### config.mk
export PLATFORM = sky130hd
export DESIGN_NAME = udcr_cmd_regs
export DESIGN_NICKNAME = d
export VERILOG_FILES = /design/src/common/udcr_pkg.sv /design/src/udcr_cmd_regs.sv
export SDC_FILE = /design/constraint.sdc
export NUM_CORES = 1
export LEC_CHECK = 0
export ABC_AREA = 1
export BUFFER_PORTS_ARGS = -buffer_cell sky130_fd_sc_hd__buf_2
export CELL_PAD_IN_SITES_DETAIL_PLACEMENT = 1
export CELL_PAD_IN_SITES_GLOBAL_PLACEMENT = 2
export CORE_MARGIN = 2
export CORE_UTILIZATION = 33
export CTS_BUF_LIST = sky130_fd_sc_hd__clkbuf_4 sky130_fd_sc_hd__clkbuf_8
export CTS_CLUSTER_SIZE = 8
export DETAILED_ROUTE_END_ITERATION = 7
export MAX_ROUTING_LAYER = met4
export PLACE_DENSITY_LB_ADDON = 0.1
export SLEW_MARGIN = 30
export SYNTH_ARGS = -nofsm -noshare
export SYNTH_HDL_FRONTEND = slang
export SYNTH_SLANG_ARGS = --single-unit
### constraint.sdc
create_clock -name clk -period 1.9 [get_ports clk]
set_input_delay 0.19 -clock clk [delete_from_list [all_inputs] [get_ports clk]]
set_output_delay 0.19 -clock clk [all_outputs]
set_load 0.05 [all_outputs]
### src/common/udcr_pkg.sv
/*
 * Constants and carrier types for the device command interpreter.
 * Assumes one 125 MHz clock shared by the controller port and the USB engine.
 */
package udcr_pkg;
	// Command codes.
	localparam logic [7:0] CMD_SET_ADDR = 8'hD0;
	localparam logic [7:0] CMD_SET_EP_EN = 8'hD8;
	localparam logic [7:0] CMD_SET_MODE = 8'hF3;
	localparam logic [7:0] CMD_RD_INT = 8'hF4;
	localparam logic [7:0] CMD_RD_FRAME = 8'hF5;
	localparam logic [7:0] CMD_RD_ID = 8'hFD;
	localparam logic [7:0] CMD_DEV_STAT = 8'hFE;
	localparam logic [7:0] CMD_ERR_CODE = 8'hFF;
	localparam logic [7:0] CMD_SEL_CLR_BASE = 8'h40;
	localparam logic [7:0] CMD_SEL_CLR_LAST = 8'h45;
	// Identification value; arbitrary neutral value.
	localparam logic [15:0] CHIP_ID = 16'h5A01;
	// Field positions.
	localparam int FA_EN_BIT = 7;
	localparam int INT_DEV_BIT = 7;
	localparam int ST_SUSP_BIT = 2;
	localparam int ST_SCHG_BIT = 3;
	localparam int ST_BRST_BIT = 4;
	localparam int ERR_OCC_BIT = 4;
	// Reset values.
	localparam logic [7:0] FA_RESET = 8'h00;
	localparam logic [6:0] FA_BUS_RESET = 7'h00;
	localparam logic [7:0] INT_RESET = 8'h00;
	localparam logic [10:0] FRAME_RESET = 11'h000;
	localparam logic [3:0] ERR_RESET = 4'h0;
	// Suspend idle time.
	localparam int CLK_MHZ = 125;
	localparam int SUSP_TIME_MS = 3;
	localparam int SUSP_CYCLES = SUSP_TIME_MS * 1000 * CLK_MHZ;
	// Command or data byte transfer from the controller port.
	typedef struct packed {
		logic wr;
		logic rd;
		logic cmd;
		logic [7:0] data;
	} udcr_acc_t;
	// Events from the serial engine.
	typedef struct packed {
		logic activity;
		logic bus_reset;
		logic addr_status_ok;
		logic sof;
		logic [10:0] sof_frame;
		logic err;
		logic [3:0] err_code;
		logic xfer_start;
		logic [5:0] ep_int;
	} udcr_sie_t;
endpackage

### src/udcr_cmd_regs.sv
/*
 * Device command interpreter: decodes command bytes from the embedded
 * controller and serves the data phase of each device-level command.
 * Assumes the serial engine delivers one-cycle event pulses on clk and the
 * controller holds each access for exactly one cycle.
 */
module udcr_cmd_regs #(
	parameter int SUSP_CYCLES = udcr_pkg::SUSP_CYCLES
) (
	input wire logic clk, // 125 MHz clock.
	input wire logic rst, // Synchronous reset, active high.
	input wire udcr_pkg::udcr_acc_t acc, // Controller byte access.
	input wire udcr_pkg::udcr_sie_t sie, // Serial engine events.
	input wire logic sof_crc_err, // Current SOF had a CRC error.
	input wire logic nak_sent, // Device sent a NAK handshake.
	output logic [7:0] rd_data, // Read data byte.
	output logic [6:0] func_addr, // Active function address.
	output logic func_en, // Function enabled.
	output logic ep_enable, // Non-control endpoints enabled.
	output logic nak_report, // Report NAKs mode.
	output logic nak_int, // NAK interrupt pulse.
	output logic suspended, // Suspend state.
	output logic remote_wakeup, // Remote wake-up pulse.
	output logic dev_int // Any interrupt source pending.
);
	typedef enum logic [1:0] {UDCR_IDLE, UDCR_DATA0, UDCR_DATA1, UDCR_DONE} udcr_ph_t;

	udcr_ph_t ph_ff;
	logic [7:0] cmd_ff;
	logic [7:0] pend_addr_ff;
	logic pend_valid_ff;
	logic [6:0] addr_ff;
	logic en_ff;
	logic epen_ff;
	logic mode_ff;
	logic [5:0] epint_ff;
	logic devev_ff;
	logic [10:0] frame_ff;
	logic susp_ff;
	logic schg_ff;
	logic brst_ff;
	logic [3:0] err_ff;
	logic errocc_ff;
	logic [31:0] idle_cnt_ff;
	logic [7:0] rd_data_ff;
	logic wake_ff;
	logic nak_int_ff;
	logic data_rd;
	logic data_wr;
	logic stat_rd;
	logic susp_set;
	logic [7:0] status_byte;
	logic [7:0] nxt_rd;

	// True when the code is one of the select-with-clear endpoint commands.
	function automatic logic is_sel_clr(input logic [7:0] c);
		return c >= udcr_pkg::CMD_SEL_CLR_BASE && c <= udcr_pkg::CMD_SEL_CLR_LAST;
	endfunction

	// Data phase strobes only count after a command byte.
	assign data_rd = acc.rd && !acc.cmd && (ph_ff == UDCR_DATA0 || ph_ff == UDCR_DATA1);
	assign data_wr = acc.wr && !acc.cmd && ph_ff == UDCR_DATA0;
	assign stat_rd = data_rd && cmd_ff == udcr_pkg::CMD_DEV_STAT;
	assign susp_set = !susp_ff && !sie.activity && idle_cnt_ff >= 32'(SUSP_CYCLES);
	assign status_byte = {3'h0, brst_ff, schg_ff, susp_ff, 2'h0};

	// Command phase tracking; a new command byte always restarts it.
	always_ff @(posedge clk) begin
		if (rst) begin
			ph_ff <= UDCR_IDLE;
			cmd_ff <= 8'h00;
		end else if (acc.wr && acc.cmd) begin
			ph_ff <= UDCR_DATA0;
			cmd_ff <= acc.data;
		end else if (data_rd || data_wr) begin
			case (ph_ff)
				UDCR_DATA0: ph_ff <= (cmd_ff == udcr_pkg::CMD_RD_FRAME ||
					cmd_ff == udcr_pkg::CMD_RD_ID) ? UDCR_DATA1 : UDCR_DONE;
				default: ph_ff <= UDCR_DONE;
			endcase
		end
	end

	// Address is held pending until the status stage completes.
	always_ff @(posedge clk) begin
		if (rst) begin
			pend_addr_ff <= udcr_pkg::FA_RESET;
			pend_valid_ff <= 1'b0;
			addr_ff <= udcr_pkg::FA_RESET[6:0];
			en_ff <= 1'b0;
		end else if (sie.bus_reset) begin
			addr_ff <= udcr_pkg::FA_BUS_RESET;
			en_ff <= 1'b1;
			pend_valid_ff <= 1'b0;
		end else if (data_wr && cmd_ff == udcr_pkg::CMD_SET_ADDR) begin
			pend_addr_ff <= acc.data;
			pend_valid_ff <= 1'b1;
		end else if (pend_valid_ff && sie.addr_status_ok) begin
			addr_ff <= pend_addr_ff[6:0];
			en_ff <= pend_addr_ff[udcr_pkg::FA_EN_BIT];
			pend_valid_ff <= 1'b0;
		end
	end

	// Endpoint enable and mode take only bit 0.
	always_ff @(posedge clk) begin
		if (rst) begin
			epen_ff <= 1'b0;
			mode_ff <= 1'b0;
		end else if (data_wr) begin
			if (cmd_ff == udcr_pkg::CMD_SET_EP_EN) epen_ff <= acc.data[0];
			if (cmd_ff == udcr_pkg::CMD_SET_MODE) mode_ff <= acc.data[0];
		end
	end

	// Endpoint flags: a new event wins over a clear in the same cycle.
	always_ff @(posedge clk) begin
		if (rst) begin
			epint_ff <= udcr_pkg::INT_RESET[5:0];
		end else begin
			for (int i = 0; i < 6; i++) begin
				if (sie.ep_int[i] || (mode_ff && nak_sent && i == 0)) begin
					epint_ff[i] <= 1'b1;
				end else if (acc.wr && acc.cmd && is_sel_clr(acc.data) &&
					acc.data[2:0] == 3'(i)) begin
					epint_ff[i] <= 1'b0;
				end
			end
		end
	end

	// Device event flag is set by status changes and cleared on status read.
	always_ff @(posedge clk) begin
		if (rst) begin
			devev_ff <= 1'b0;
		end else if (susp_set || (susp_ff && sie.activity) || sie.bus_reset) begin
			devev_ff <= 1'b1;
		end else if (stat_rd) begin
			devev_ff <= 1'b0;
		end
	end

	// NAK interrupt pulse only in reporting mode.
	always_ff @(posedge clk) begin
		if (rst) nak_int_ff <= 1'b0;
		else nak_int_ff <= mode_ff && nak_sent;
	end

	// Frame number stored raw, even with CRC error; otherwise held.
	always_ff @(posedge clk) begin
		if (rst) frame_ff <= udcr_pkg::FRAME_RESET;
		else if (sie.sof || sof_crc_err) frame_ff <= sie.sof_frame;
	end

	// Idle counter and suspend state.
	always_ff @(posedge clk) begin
		if (rst || sie.activity) idle_cnt_ff <= 32'h0;
		else if (!susp_ff) idle_cnt_ff <= idle_cnt_ff + 32'h1;
	end

	always_ff @(posedge clk) begin
		if (rst) begin
			susp_ff <= 1'b0;
			wake_ff <= 1'b0;
		end else begin
			wake_ff <= data_wr && cmd_ff == udcr_pkg::CMD_DEV_STAT && susp_ff &&
				!acc.data[udcr_pkg::ST_SUSP_BIT];
			if (sie.activity) susp_ff <= 1'b0;
			else if (susp_set) susp_ff <= 1'b1;
		end
	end

	// Change and bus reset flags: a set wins over the clear on read.
	always_ff @(posedge clk) begin
		if (rst) begin
			schg_ff <= 1'b0;
			brst_ff <= 1'b0;
		end else begin
			if (susp_set || (susp_ff && sie.activity)) schg_ff <= 1'b1;
			else if (stat_rd) schg_ff <= 1'b0;
			if (sie.bus_reset) brst_ff <= 1'b1;
			else if (stat_rd) brst_ff <= 1'b0;
		end
	end

	// Error capture; a new transfer clears only the occurred flag.
	always_ff @(posedge clk) begin
		if (rst) begin
			err_ff <= udcr_pkg::ERR_RESET;
			errocc_ff <= 1'b0;
		end else if (sie.err) begin
			err_ff <= sie.err_code;
			errocc_ff <= 1'b1;
		end else if (sie.xfer_start) begin
			errocc_ff <= 1'b0;
		end
	end

	// Read data selection by command and byte index.
	always_comb begin
		nxt_rd = 8'h00;
		case (cmd_ff)
			udcr_pkg::CMD_RD_INT: nxt_rd = {devev_ff, 1'b0, epint_ff};
			udcr_pkg::CMD_RD_FRAME: nxt_rd = (ph_ff == UDCR_DATA0) ? frame_ff[7:0] :
				{5'h00, frame_ff[10:8]};
			udcr_pkg::CMD_RD_ID: nxt_rd = (ph_ff == UDCR_DATA0) ? udcr_pkg::CHIP_ID[7:0] :
				udcr_pkg::CHIP_ID[15:8];
			udcr_pkg::CMD_DEV_STAT: nxt_rd = status_byte;
			udcr_pkg::CMD_ERR_CODE: nxt_rd = {3'h0, errocc_ff, err_ff};
			default: nxt_rd = 8'h00;
		endcase
	end

	// Read data is registered; it appears the cycle after the read strobe.
	always_ff @(posedge clk) begin
		if (rst) rd_data_ff <= 8'h00;
		else if (data_rd) rd_data_ff <= nxt_rd;
	end

	assign rd_data = rd_data_ff;
	assign func_addr = addr_ff;
	assign func_en = en_ff;
	assign ep_enable = epen_ff;
	assign nak_report = mode_ff;
	assign nak_int = nak_int_ff;
	assign suspended = susp_ff;
	assign remote_wakeup = wake_ff;
	assign dev_int = devev_ff || (|epint_ff);

	// Checks beside the logic.
	addr_hold_a: assert property (@(posedge clk) disable iff (rst)
		!sie.bus_reset && !(pend_valid_ff && sie.addr_status_ok) |=> $stable(addr_ff))
		else $error("address changed without status stage");
	bus_reset_addr_a: assert property (@(posedge clk) disable iff (rst)
		sie.bus_reset |=> addr_ff == 7'h00 && en_ff)
		else $error("bus reset did not restore default address");
	ep_enable_wr_a: assert property (@(posedge clk) disable iff (rst)
		data_wr && cmd_ff == udcr_pkg::CMD_SET_EP_EN |=> epen_ff == $past(acc.data[0]))
		else $error("endpoint enable not written");
	devev_clear_a: assert property (@(posedge clk) disable iff (rst)
		stat_rd && !sie.bus_reset && !susp_set && !sie.activity |=> !devev_ff)
		else $error("device event not cleared by status read");
	frame_hold_a: assert property (@(posedge clk) disable iff (rst)
		!sie.sof && !sof_crc_err |=> $stable(frame_ff))
		else $error("frame number changed without start of frame");
	id_order_a: assert property (@(posedge clk) disable iff (rst)
		data_rd && cmd_ff == udcr_pkg::CMD_RD_ID && ph_ff == UDCR_DATA0
		|=> rd_data == udcr_pkg::CHIP_ID[7:0])
		else $error("identifier low byte not first");
	status_rsvd_a: assert property (@(posedge clk) disable iff (rst)
		stat_rd |=> rd_data[1:0] == 2'h0 && rd_data[7:5] == 3'h0)
		else $error("reserved status bits not zero");
	susp_event_a: assert property (@(posedge clk) disable iff (rst)
		susp_set |=> devev_ff && schg_ff && susp_ff)
		else $error("suspend entry did not raise event");
	wake_a: assert property (@(posedge clk) disable iff (rst)
		remote_wakeup |-> $past(susp_ff))
		else $error("wake-up without suspend");
	intr_rsvd_a: assert property (@(posedge clk) disable iff (rst)
		data_rd && cmd_ff == udcr_pkg::CMD_RD_INT
		|=> !rd_data[6] && rd_data[7] == $past(devev_ff)
		&& rd_data[5:0] == $past(epint_ff))
		else $error("interrupt source byte wrong");
	ep_flag_hold_a: assert property (@(posedge clk) disable iff (rst)
		epint_ff[0] && !(acc.wr && acc.cmd && acc.data == udcr_pkg::CMD_SEL_CLR_BASE)
		|=> epint_ff[0])
		else $error("endpoint flag cleared without select command");
	ep_flag_clr_a: assert property (@(posedge clk) disable iff (rst)
		acc.wr && acc.cmd && acc.data == udcr_pkg::CMD_SEL_CLR_BASE && !sie.ep_int[0]
		&& !(mode_ff && nak_sent) |=> !epint_ff[0])
		else $error("endpoint flag not cleared by select command");
	frame_high_a: assert property (@(posedge clk) disable iff (rst)
		data_rd && cmd_ff == udcr_pkg::CMD_RD_FRAME && ph_ff == UDCR_DATA1
		|=> rd_data == {5'h00, $past(frame_ff[10:8])})
		else $error("frame number high byte wrong");
	sof_crc_a: assert property (@(posedge clk) disable iff (rst)
		sof_crc_err |=> frame_ff == $past(sie.sof_frame))
		else $error("corrupted frame number not stored");
	err_clear_a: assert property (@(posedge clk) disable iff (rst)
		sie.xfer_start && !sie.err |=> !errocc_ff)
		else $error("error flag not cleared by new transfer");
	data_len_a: assert property (@(posedge clk) disable iff (rst)
		acc.rd && !acc.cmd && ph_ff == UDCR_DONE |=> $stable(rd_data))
		else $error("read beyond data phase changed read data");
	cover_addr_c: cover property (@(posedge clk) disable iff (rst)
		pend_valid_ff && sie.addr_status_ok);
	cover_frame_c: cover property (@(posedge clk) disable iff (rst)
		data_rd && cmd_ff == udcr_pkg::CMD_RD_FRAME && ph_ff == UDCR_DATA1);
	cover_susp_c: cover property (@(posedge clk) disable iff (rst) susp_set);
	cover_wake_c: cover property (@(posedge clk) disable iff (rst)
		remote_wakeup);
	cover_clr_c: cover property (@(posedge clk) disable iff (rst)
		sie.xfer_start && errocc_ff);
endmodule

==> flow_summary.toml, run 1 <==
[floorplan]
die_width_um = 126
initial_utilization_pct = 33.7
floorplan.rows = 44
die_height_um = 126
io_pins = 64
die-area_sq_um = 15800
core-area_sq_um = 14500

[worst_setup_path]
worst-endpoint-required_ns = 2.17
arrival_ns = 1.99
reg_to_reg_setup_timing_slack_ns = 0.18
cp_max_fo = 16
origin_of_the_critical_flop_to_flop_path = "ph_ff[1]$_SDFFE_PP0P_"
crit_chain = "inv_1 -> ha_1 -> nand2_2 -> nor2_4 -> inv_2 -> nor2_2 -> nand3_2 -> o21ai_0 -> a21oi_1"
crit_start = "ph_ff[1]$_SDFFE_PP0P_"
setup.worst_path.start_class = "register"
worst_setup_path_end_kind = "register"
cp_num_buf_inv = 2
crit_slowest_cell = "sky130_fd_sc_hd__dfxtp_1"
critical-path-top-delay-family = "simple AND/OR/NAND/NOR gates"
crit_path_max_incr_delay_ns = 0.33
ff2ff_path_depth = 9
critPathKind = "register to register"
reg2reg_to = "pend_addr_ff[4]$_SDFFE_PP0P_"

[placement]
place.port_buffers = 63
placed_cells = 957
hpwl_um = 11400
finalWeightedCongestion = 0.805

[detailed_routing]
drc = 0
drt_wl_total_um = 14600
drt-initial-drc-count = 204
wl_per_cell_um = 15.0
vias = 4735
drt-vias-per-instance = 4.88
antenna_violating_nets_post_route = 0
drt_first_pass_iters = 4

[logic_synthesis]
synth_top_cell_area_share_pct = 39.8
syn-cell-area_sq_um = 4880
yosysTopAreaCell = "sky130_fd_sc_hd__dfxtp_1"
synth.distinct_cells = 41
synth-seq-cells = 97
proportion_of_synthesized_chip_area_in_sequential_cells_pct = 39.8
syn_nets = 762
synth_cells = 717
async_reset_ff_share_pct = 0
yosys_most_used_dff = "sky130_fd_sc_hd__dfxtp_1"
yosys_warnings = 0
synth_edf_count = 0
synth.top_cells.by_area = "sky130_fd_sc_hd__dfxtp_1 40%, sky130_fd_sc_hd__nand2_1 13%, sky130_fd_sc_hd__nor2_1 8.1%"
syn-mean-instance-area_sq_um = 6.81

[cells_and_area]
finish.utilization_pct = 38.8
non_filler_instance_count_after_layout = 971
drive_gt1_share_pct = 18.2
num-nets-final = 829
syn2layout_area_growth_pct = 15.0
antenna_diode_count = 0

[sta]
tightestPinTransition_ns = 0.438
setup-tns-final_ns = 0
worst_clock_skew_ns = 0.00970
final.hold.worst_slack_ns = 0.0335
timing.max_slew.rel_slack_pct = 70.7
timing_max_transition_violations_final = 0
max_clock_freq_mhz = 580
shortest_period_the_worst_path_allows_ns = 1.72
final.period_utilization_pct = 90.7
rsz0062_at_grt = "false"
report.final.setup_viol = 0
finalHoldViolCount = 0

[power_and_ir_drop]
p_leak_nw = 2.36
post-layout-total-power_mw = 3.84
pwr_density_cell_nw_per_um2 = 684
vdd.ir_drop.worst_mv = 0.408

[clock_tree]
cts.sinks = 97
tritoncts = "yes"
cts_inserted_buffers = 9
cts_repair_resize_count = 0
cts_hold_buffers = 0
clock_tree.root_cell = "sky130_fd_sc_hd__clkbuf_8"
clock_latency_ns = 0.38
clk_pin_slew_ns = 0.10
htree_levels = 3
cts_buffer_depth = 2
cts_setup_buffers = 0

[global_route]
first_pass_grt_wire_length_um = 24600
grt_usage_pct = 19.9
largest_net_degree_at_the_start_of_global_routing = 39
first_global_vias = 4996
grt_remaining_overflow = 0
grt_antenna_before_repair = 0

[run_status]
outcome = "finished clean"

[hold_path]
hold_end = "epint_ff[2]$_SDFFE_PP0P_"
min_delay_path_depth = 3
hold_path_class = "input pin to register"
holdCritStartpoint = "sie[2]"

[flow_run]
max_cap_violation_count = 0
worst min-delay path, stage by stage:
cell and delay, ns:
sky130_fd_sc_hd__buf_2 0.08, sky130_fd_sc_hd__a21oi_1 0.03, sky130_fd_sc_hd__nor2_1 0.08
cells by family (layout without fill, tap and decap cells):
family / after synthesis / in the layout / synth area share (%)
simple gates: 374 / 374 / 36.0
flops: 97 / 97 / 39.8
buf+inv: 108 / 178 / 8.84
fa+ha+maj: 3 / 3 / 0.769
compound gates: 133 / 133 / 14.3
xor+xnor: 2 / 2 / 0.359
worst max path at each step:
stage,endpoint,slack [ns],cells after the start
floorplan,idle_cnt_ff[18]$_SDFFE_PP0N_,0.42,8
global placement,idle_cnt_ff[18]$_SDFFE_PP0N_,0.26,8
detailed placement,devev_ff$_SDFFE_PP0P_,0.21,8
CTS,devev_ff$_SDFFE_PP0P_,0.18,8
global route,idle_cnt_ff[18]$_SDFFE_PP0N_,0.003,8
finish,pend_addr_ff[4]$_SDFFE_PP0P_,0.18,9
report_power, final:
group | total, mW | switching, mW | internal, mW
Clock | 1.39 | 0.754 | 0.636
Sequential | 2.13 | 0.0417 | 2.09
Combinational | 0.320 | 0.209 | 0.111
Total | 3.84 | 1.00 | 2.84
metrics by stage:
stage / setup slack (ns) / area, sq um
after floorplan: 0.417 / 4880
after global placement: 0.261 / 5420
after detailed placement: 0.206 / 5420
after CTS: 0.176 / 5610
after global routing: 0.00303 / 5610
final: 0.177 / 5610
state kept, by name, indices dropped and copies added (netlist names), 2 cells and up:
name,count
cmd_ff,8
idle_cnt_ff,32
err_ff,4
frame_ff,11
epint_ff,6
pend_addr_ff,8
func_addr,7
rd_data,8
ph_ff,2
layer usage:
layer  GRT usage (%)  wire (um)  vias to the layer above
met2            36.0       7520                       65
met5               -          0                        -
met1            22.1       6360                     2220
met4            6.47        328                        0
met3            3.57        360                       18
li1                -          -                     2432
Yosys cell counts, types with 3 or more instances:
| cell type | number |
|---|---|
| sky130_fd_sc_hd__inv_2 | 9 |
| sky130_fd_sc_hd__o21ai_1 | 5 |
| sky130_fd_sc_hd__inv_1 | 77 |
| sky130_fd_sc_hd__nand4_1 | 12 |
| sky130_fd_sc_hd__clkbuf_1 | 11 |
| sky130_fd_sc_hd__a21oi_1 | 61 |
| sky130_fd_sc_hd__ha_1 | 3 |
| sky130_fd_sc_hd__nand3_1 | 41 |
| sky130_fd_sc_hd__nor3_2 | 5 |
| sky130_fd_sc_hd__nor2_2 | 9 |
| sky130_fd_sc_hd__nor2_1 | 105 |
| sky130_fd_sc_hd__nand2_2 | 8 |
| sky130_fd_sc_hd__dfxtp_1 | 97 |
| sky130_fd_sc_hd__clkinv_2 | 3 |
| sky130_fd_sc_hd__nor3_1 | 7 |
| sky130_fd_sc_hd__nor2_4 | 7 |
| sky130_fd_sc_hd__nand2_1 | 165 |
| sky130_fd_sc_hd__buf_2 | 3 |
| sky130_fd_sc_hd__o21ai_0 | 56 |
cell usage in the layout (no fill, tap or decap), drive strengths merged:
| cell | n |
|---|---|
| a211oi | 2 |
| a21oi | 63 |
| a31oi | 2 |
| and2 | 1 |
| and3 | 1 |
| buf | 73 |
| bufinv | 1 |
| clkbuf | 10 |
| clkinv | 7 |
| clkinvlp | 1 |
| dfxtp | 97 |
| ha | 3 |
| inv | 86 |
| nand2 | 175 |
| nand3 | 45 |
| nand3b | 1 |
| nand4 | 14 |
| nor2 | 122 |
| nor3 | 12 |
| nor3b | 1 |
| nor4 | 2 |
| o211ai | 1 |
| o21ai | 63 |
| o21bai | 1 |
| o31ai | 1 |
| xnor2 | 1 |
| xor2 | 1 |
layout make-up:
type / instances / area [sq um]
clock buffer: 10 / 138
clock inverter: 4 / 55.1
fill: 1907 / 8870
inverter: 91 / 345
multi-input combinational: 512 / 2510
sequential: 97 / 1940
tap: 184 / 230
timing repair buffer: 73 / 390
No activity file was read; power rests on OpenSTA's default activity.
==> inputs of run 2 (changes only) <==
==> constraint.sdc (replaced) <==
create_clock -name clk -period 1.9 [get_ports clk]
set_input_delay 0.57 -clock clk [delete_from_list [all_inputs] [get_ports clk]]
set_output_delay 0.57 -clock clk [all_outputs]
set_load 0.05 [all_outputs]
==> run 2 against run 1 <==
  * Via count up 0.82%
  * Non-clock buffer count is 7 higher
  * Combinational power is 4% higher
  * Critical path depth down 6
  * Register-to-register slack better by 0.06 ns
  * Wire length up 0.51%
  * Final cell count is 0.93% higher
  * Clock skew increased by 0.0059 ns
  * Cell area up 2.2%
  * Critical path type is now register to output port
  * Largest power group unchanged
==> flow_summary.toml, run 2 (synthesis gave the netlist of run 1 again) <==
[worst_setup_path]
cp_max_fo = 3
reg2reg_to = "rd_data[4]$_SDFFE_PP0P_"
crit_start = "epint_ff[4]$_SDFFE_PP0P_"
worst_setup_path_end_kind = "output port"
arrival_ns = 1.28
critPathKind = "register to output port"
ff2ff_path_depth = 6
reg_to_reg_setup_timing_slack_ns = 0.24
setup.worst_path.start_class = "register"
origin_of_the_critical_flop_to_flop_path = "cmd_ff[7]$_SDFFE_PP0P_"
worst-endpoint-required_ns = 1.33
timing.critical_path.to = "dev_int"

[floorplan]
initial_utilization_pct = 33.7
core-area_sq_um = 14500
die-area_sq_um = 15800
die_height_um = 126
die_width_um = 126
io_pins = 64
floorplan.rows = 44

[cells_and_area]
finish.utilization_pct = 39.6
final.fill_count = 1871
syn2layout_area_growth_pct = 17.5
num-nets-final = 836
mostFrequentLayoutCells = "165 x sky130_fd_sc_hd__nand2_1, 105 x sky130_fd_sc_hd__nor2_1, 94 x sky130_fd_sc_hd__dfxtp_1, 77 x sky130_fd_sc_hd__inv_1, 62 x sky130_fd_sc_hd__buf_2"
drive_gt1_share_pct = 19.5
mostFrequentLayoutCell = "sky130_fd_sc_hd__nand2_1"
max_reg_flops = 32
biggestRegsByFlops = "idle_cnt_ff x32, frame_ff x11"
non_filler_instance_count_after_layout = 980
final_design_area_no_fill_sq_um = 5740
antenna_diode_count = 0
largest-register = "idle_cnt_ff"

[sta]
max_clock_freq_mhz = 542
timing.max_slew.rel_slack_pct = 74.0
timing_max_transition_violations_final = 0
final.period_utilization_pct = 97.1
report.final.setup_viol = 0
rsz0062_at_grt = "true"
post_layout_worst_setup_margin_ns = 0.0549
shortest_period_the_worst_path_allows_ns = 1.85
finalHoldViolCount = 0
setup-tns-final_ns = 0
worst_clock_skew_ns = 0.0156
tightestPinTransition_ns = 0.389
final.hold.worst_slack_ns = 0.387

[detailed_routing]
drt-vias-per-instance = 4.87
drt_wl_total_um = 14700
wl_per_cell_um = 15.0
vias = 4774
drt-initial-drc-count = 149
drt_first_pass_iters = 6
drc = 0
antenna_violating_nets_post_route = 0

[clock_tree]
tritoncts = "yes"
clock_tree.root_cell = "sky130_fd_sc_hd__clkbuf_8"
clock_latency_ns = 0.40
htree_levels = 3
cts.sinks = 97
cts_hold_buffers = 0
cts_setup_buffers = 0
cts_inserted_buffers = 9
cts_buffer_depth = 2
clk_pin_slew_ns = 0.11

[power_and_ir_drop]
power.switching_mw = 1.09
vdd.ir_drop.worst_mv = 0.462
power.switching_fraction_pct = 26.8
post-layout-total-power_mw = 4.07
intPower_mw = 2.98
clock_power_share_pct = 39.4
power_share_of_the_sequential_group_pct = 52.4
pwr_density_cell_nw_per_um2 = 710
p_leak_nw = 2.42
power.combinational.fraction_pct = 8.2

[global_route]
grt_antenna_before_repair = 0
grt_remaining_overflow = 0
largest_net_degree_at_the_start_of_global_routing = 39
first_pass_grt_wire_length_um = 24600
first_global_vias = 5021
grt_usage_pct = 19.9

[placement]
dp_worst_setup_slack_ns = 0.147
placed_cells = 964
place_area_sq_um = 5480
place.port_buffers = 63
hpwl_um = 11400
finalWeightedCongestion = 0.825

[hold_path]
hold_path_class = "input pin to register"
min_delay_path_depth = 3

[flow_run]
max_cap_violation_count = 0

[run_status]
outcome = "finished clean"
run 2: power by group through the flow:
stage	combinational (mW)	clock, mW	sequential [mW]
floorplan	0.176	0	2.18
global placement	0.323	0	2.18
detailed placement	0.334	0	2.18
CTS	0.335	1.66	2.13
global route	0.378	1.74	2.14
finish	0.332	1.61	2.13
run 2: worst min-delay path by stage:
| stage | end | slack, ns | start |
|---|---|---|---|
| floorplan | pend_addr_ff[1]$_SDFFE_PP0P_ | 0.42 | pend_addr_ff[1]$_SDFFE_PP0P_ |
| global placement | err_ff[0]$_SDFFE_PP0P_ | 0.45 | err_ff[0]$_SDFFE_PP0P_ |
| detailed placement | pend_addr_ff[7]$_SDFFE_PP0P_ | 0.45 | pend_addr_ff[7]$_SDFFE_PP0P_ |
| CTS | err_ff[1]$_SDFFE_PP0P_ | 0.38 | sie[8] |
| global route | epint_ff[4]$_SDFFE_PP0P_ | 0.37 | sie[4] |
| finish | epint_ff[4]$_SDFFE_PP0P_ | 0.39 | sie[4] |
run 2: timing repair:
action / in CTS / in global routing
pin swaps: 0 / 2
resized for setup: 2 / 5
endpoints found under the setup margin: 2 / 1
run 2: per-layer routing:
| metal | vias to the layer above | wire, um | GRT usage, % |
|---|---|---|---|
| met5 | - | 0 | - |
| met4 | 0 | 227 | 5.69 |
| met3 | 15 | 381 | 3.31 |
| met2 | 62 | 7770 | 36.5 |
| met1 | 2247 | 6270 | 22.1 |
| li1 | 2450 | - | - |
run 2: layout make-up:
| type | instances | area (sq um) | area share (%) |
|---|---|---|---|
| clock buffer | 9 | 124 | 2.16 |
| sequential | 97 | 1950 | 33.9 |
| timing repair buffer | 80 | 462 | 8.05 |
| tap | 184 | 230 | 4.01 |
| inverter | 91 | 345 | 6.02 |
| multi-input combinational | 512 | 2520 | 44.0 |
| clock inverter | 7 | 108 | 1.88 |
run 2: worst max-delay path: stages, from the launching register on:
cell and delay, ns:
sky130_fd_sc_hd__dfxtp_2 0.37, sky130_fd_sc_hd__nor4_4 0.26, sky130_fd_sc_hd__nand2_1 0.09, sky130_fd_sc_hd__buf_6 0.16
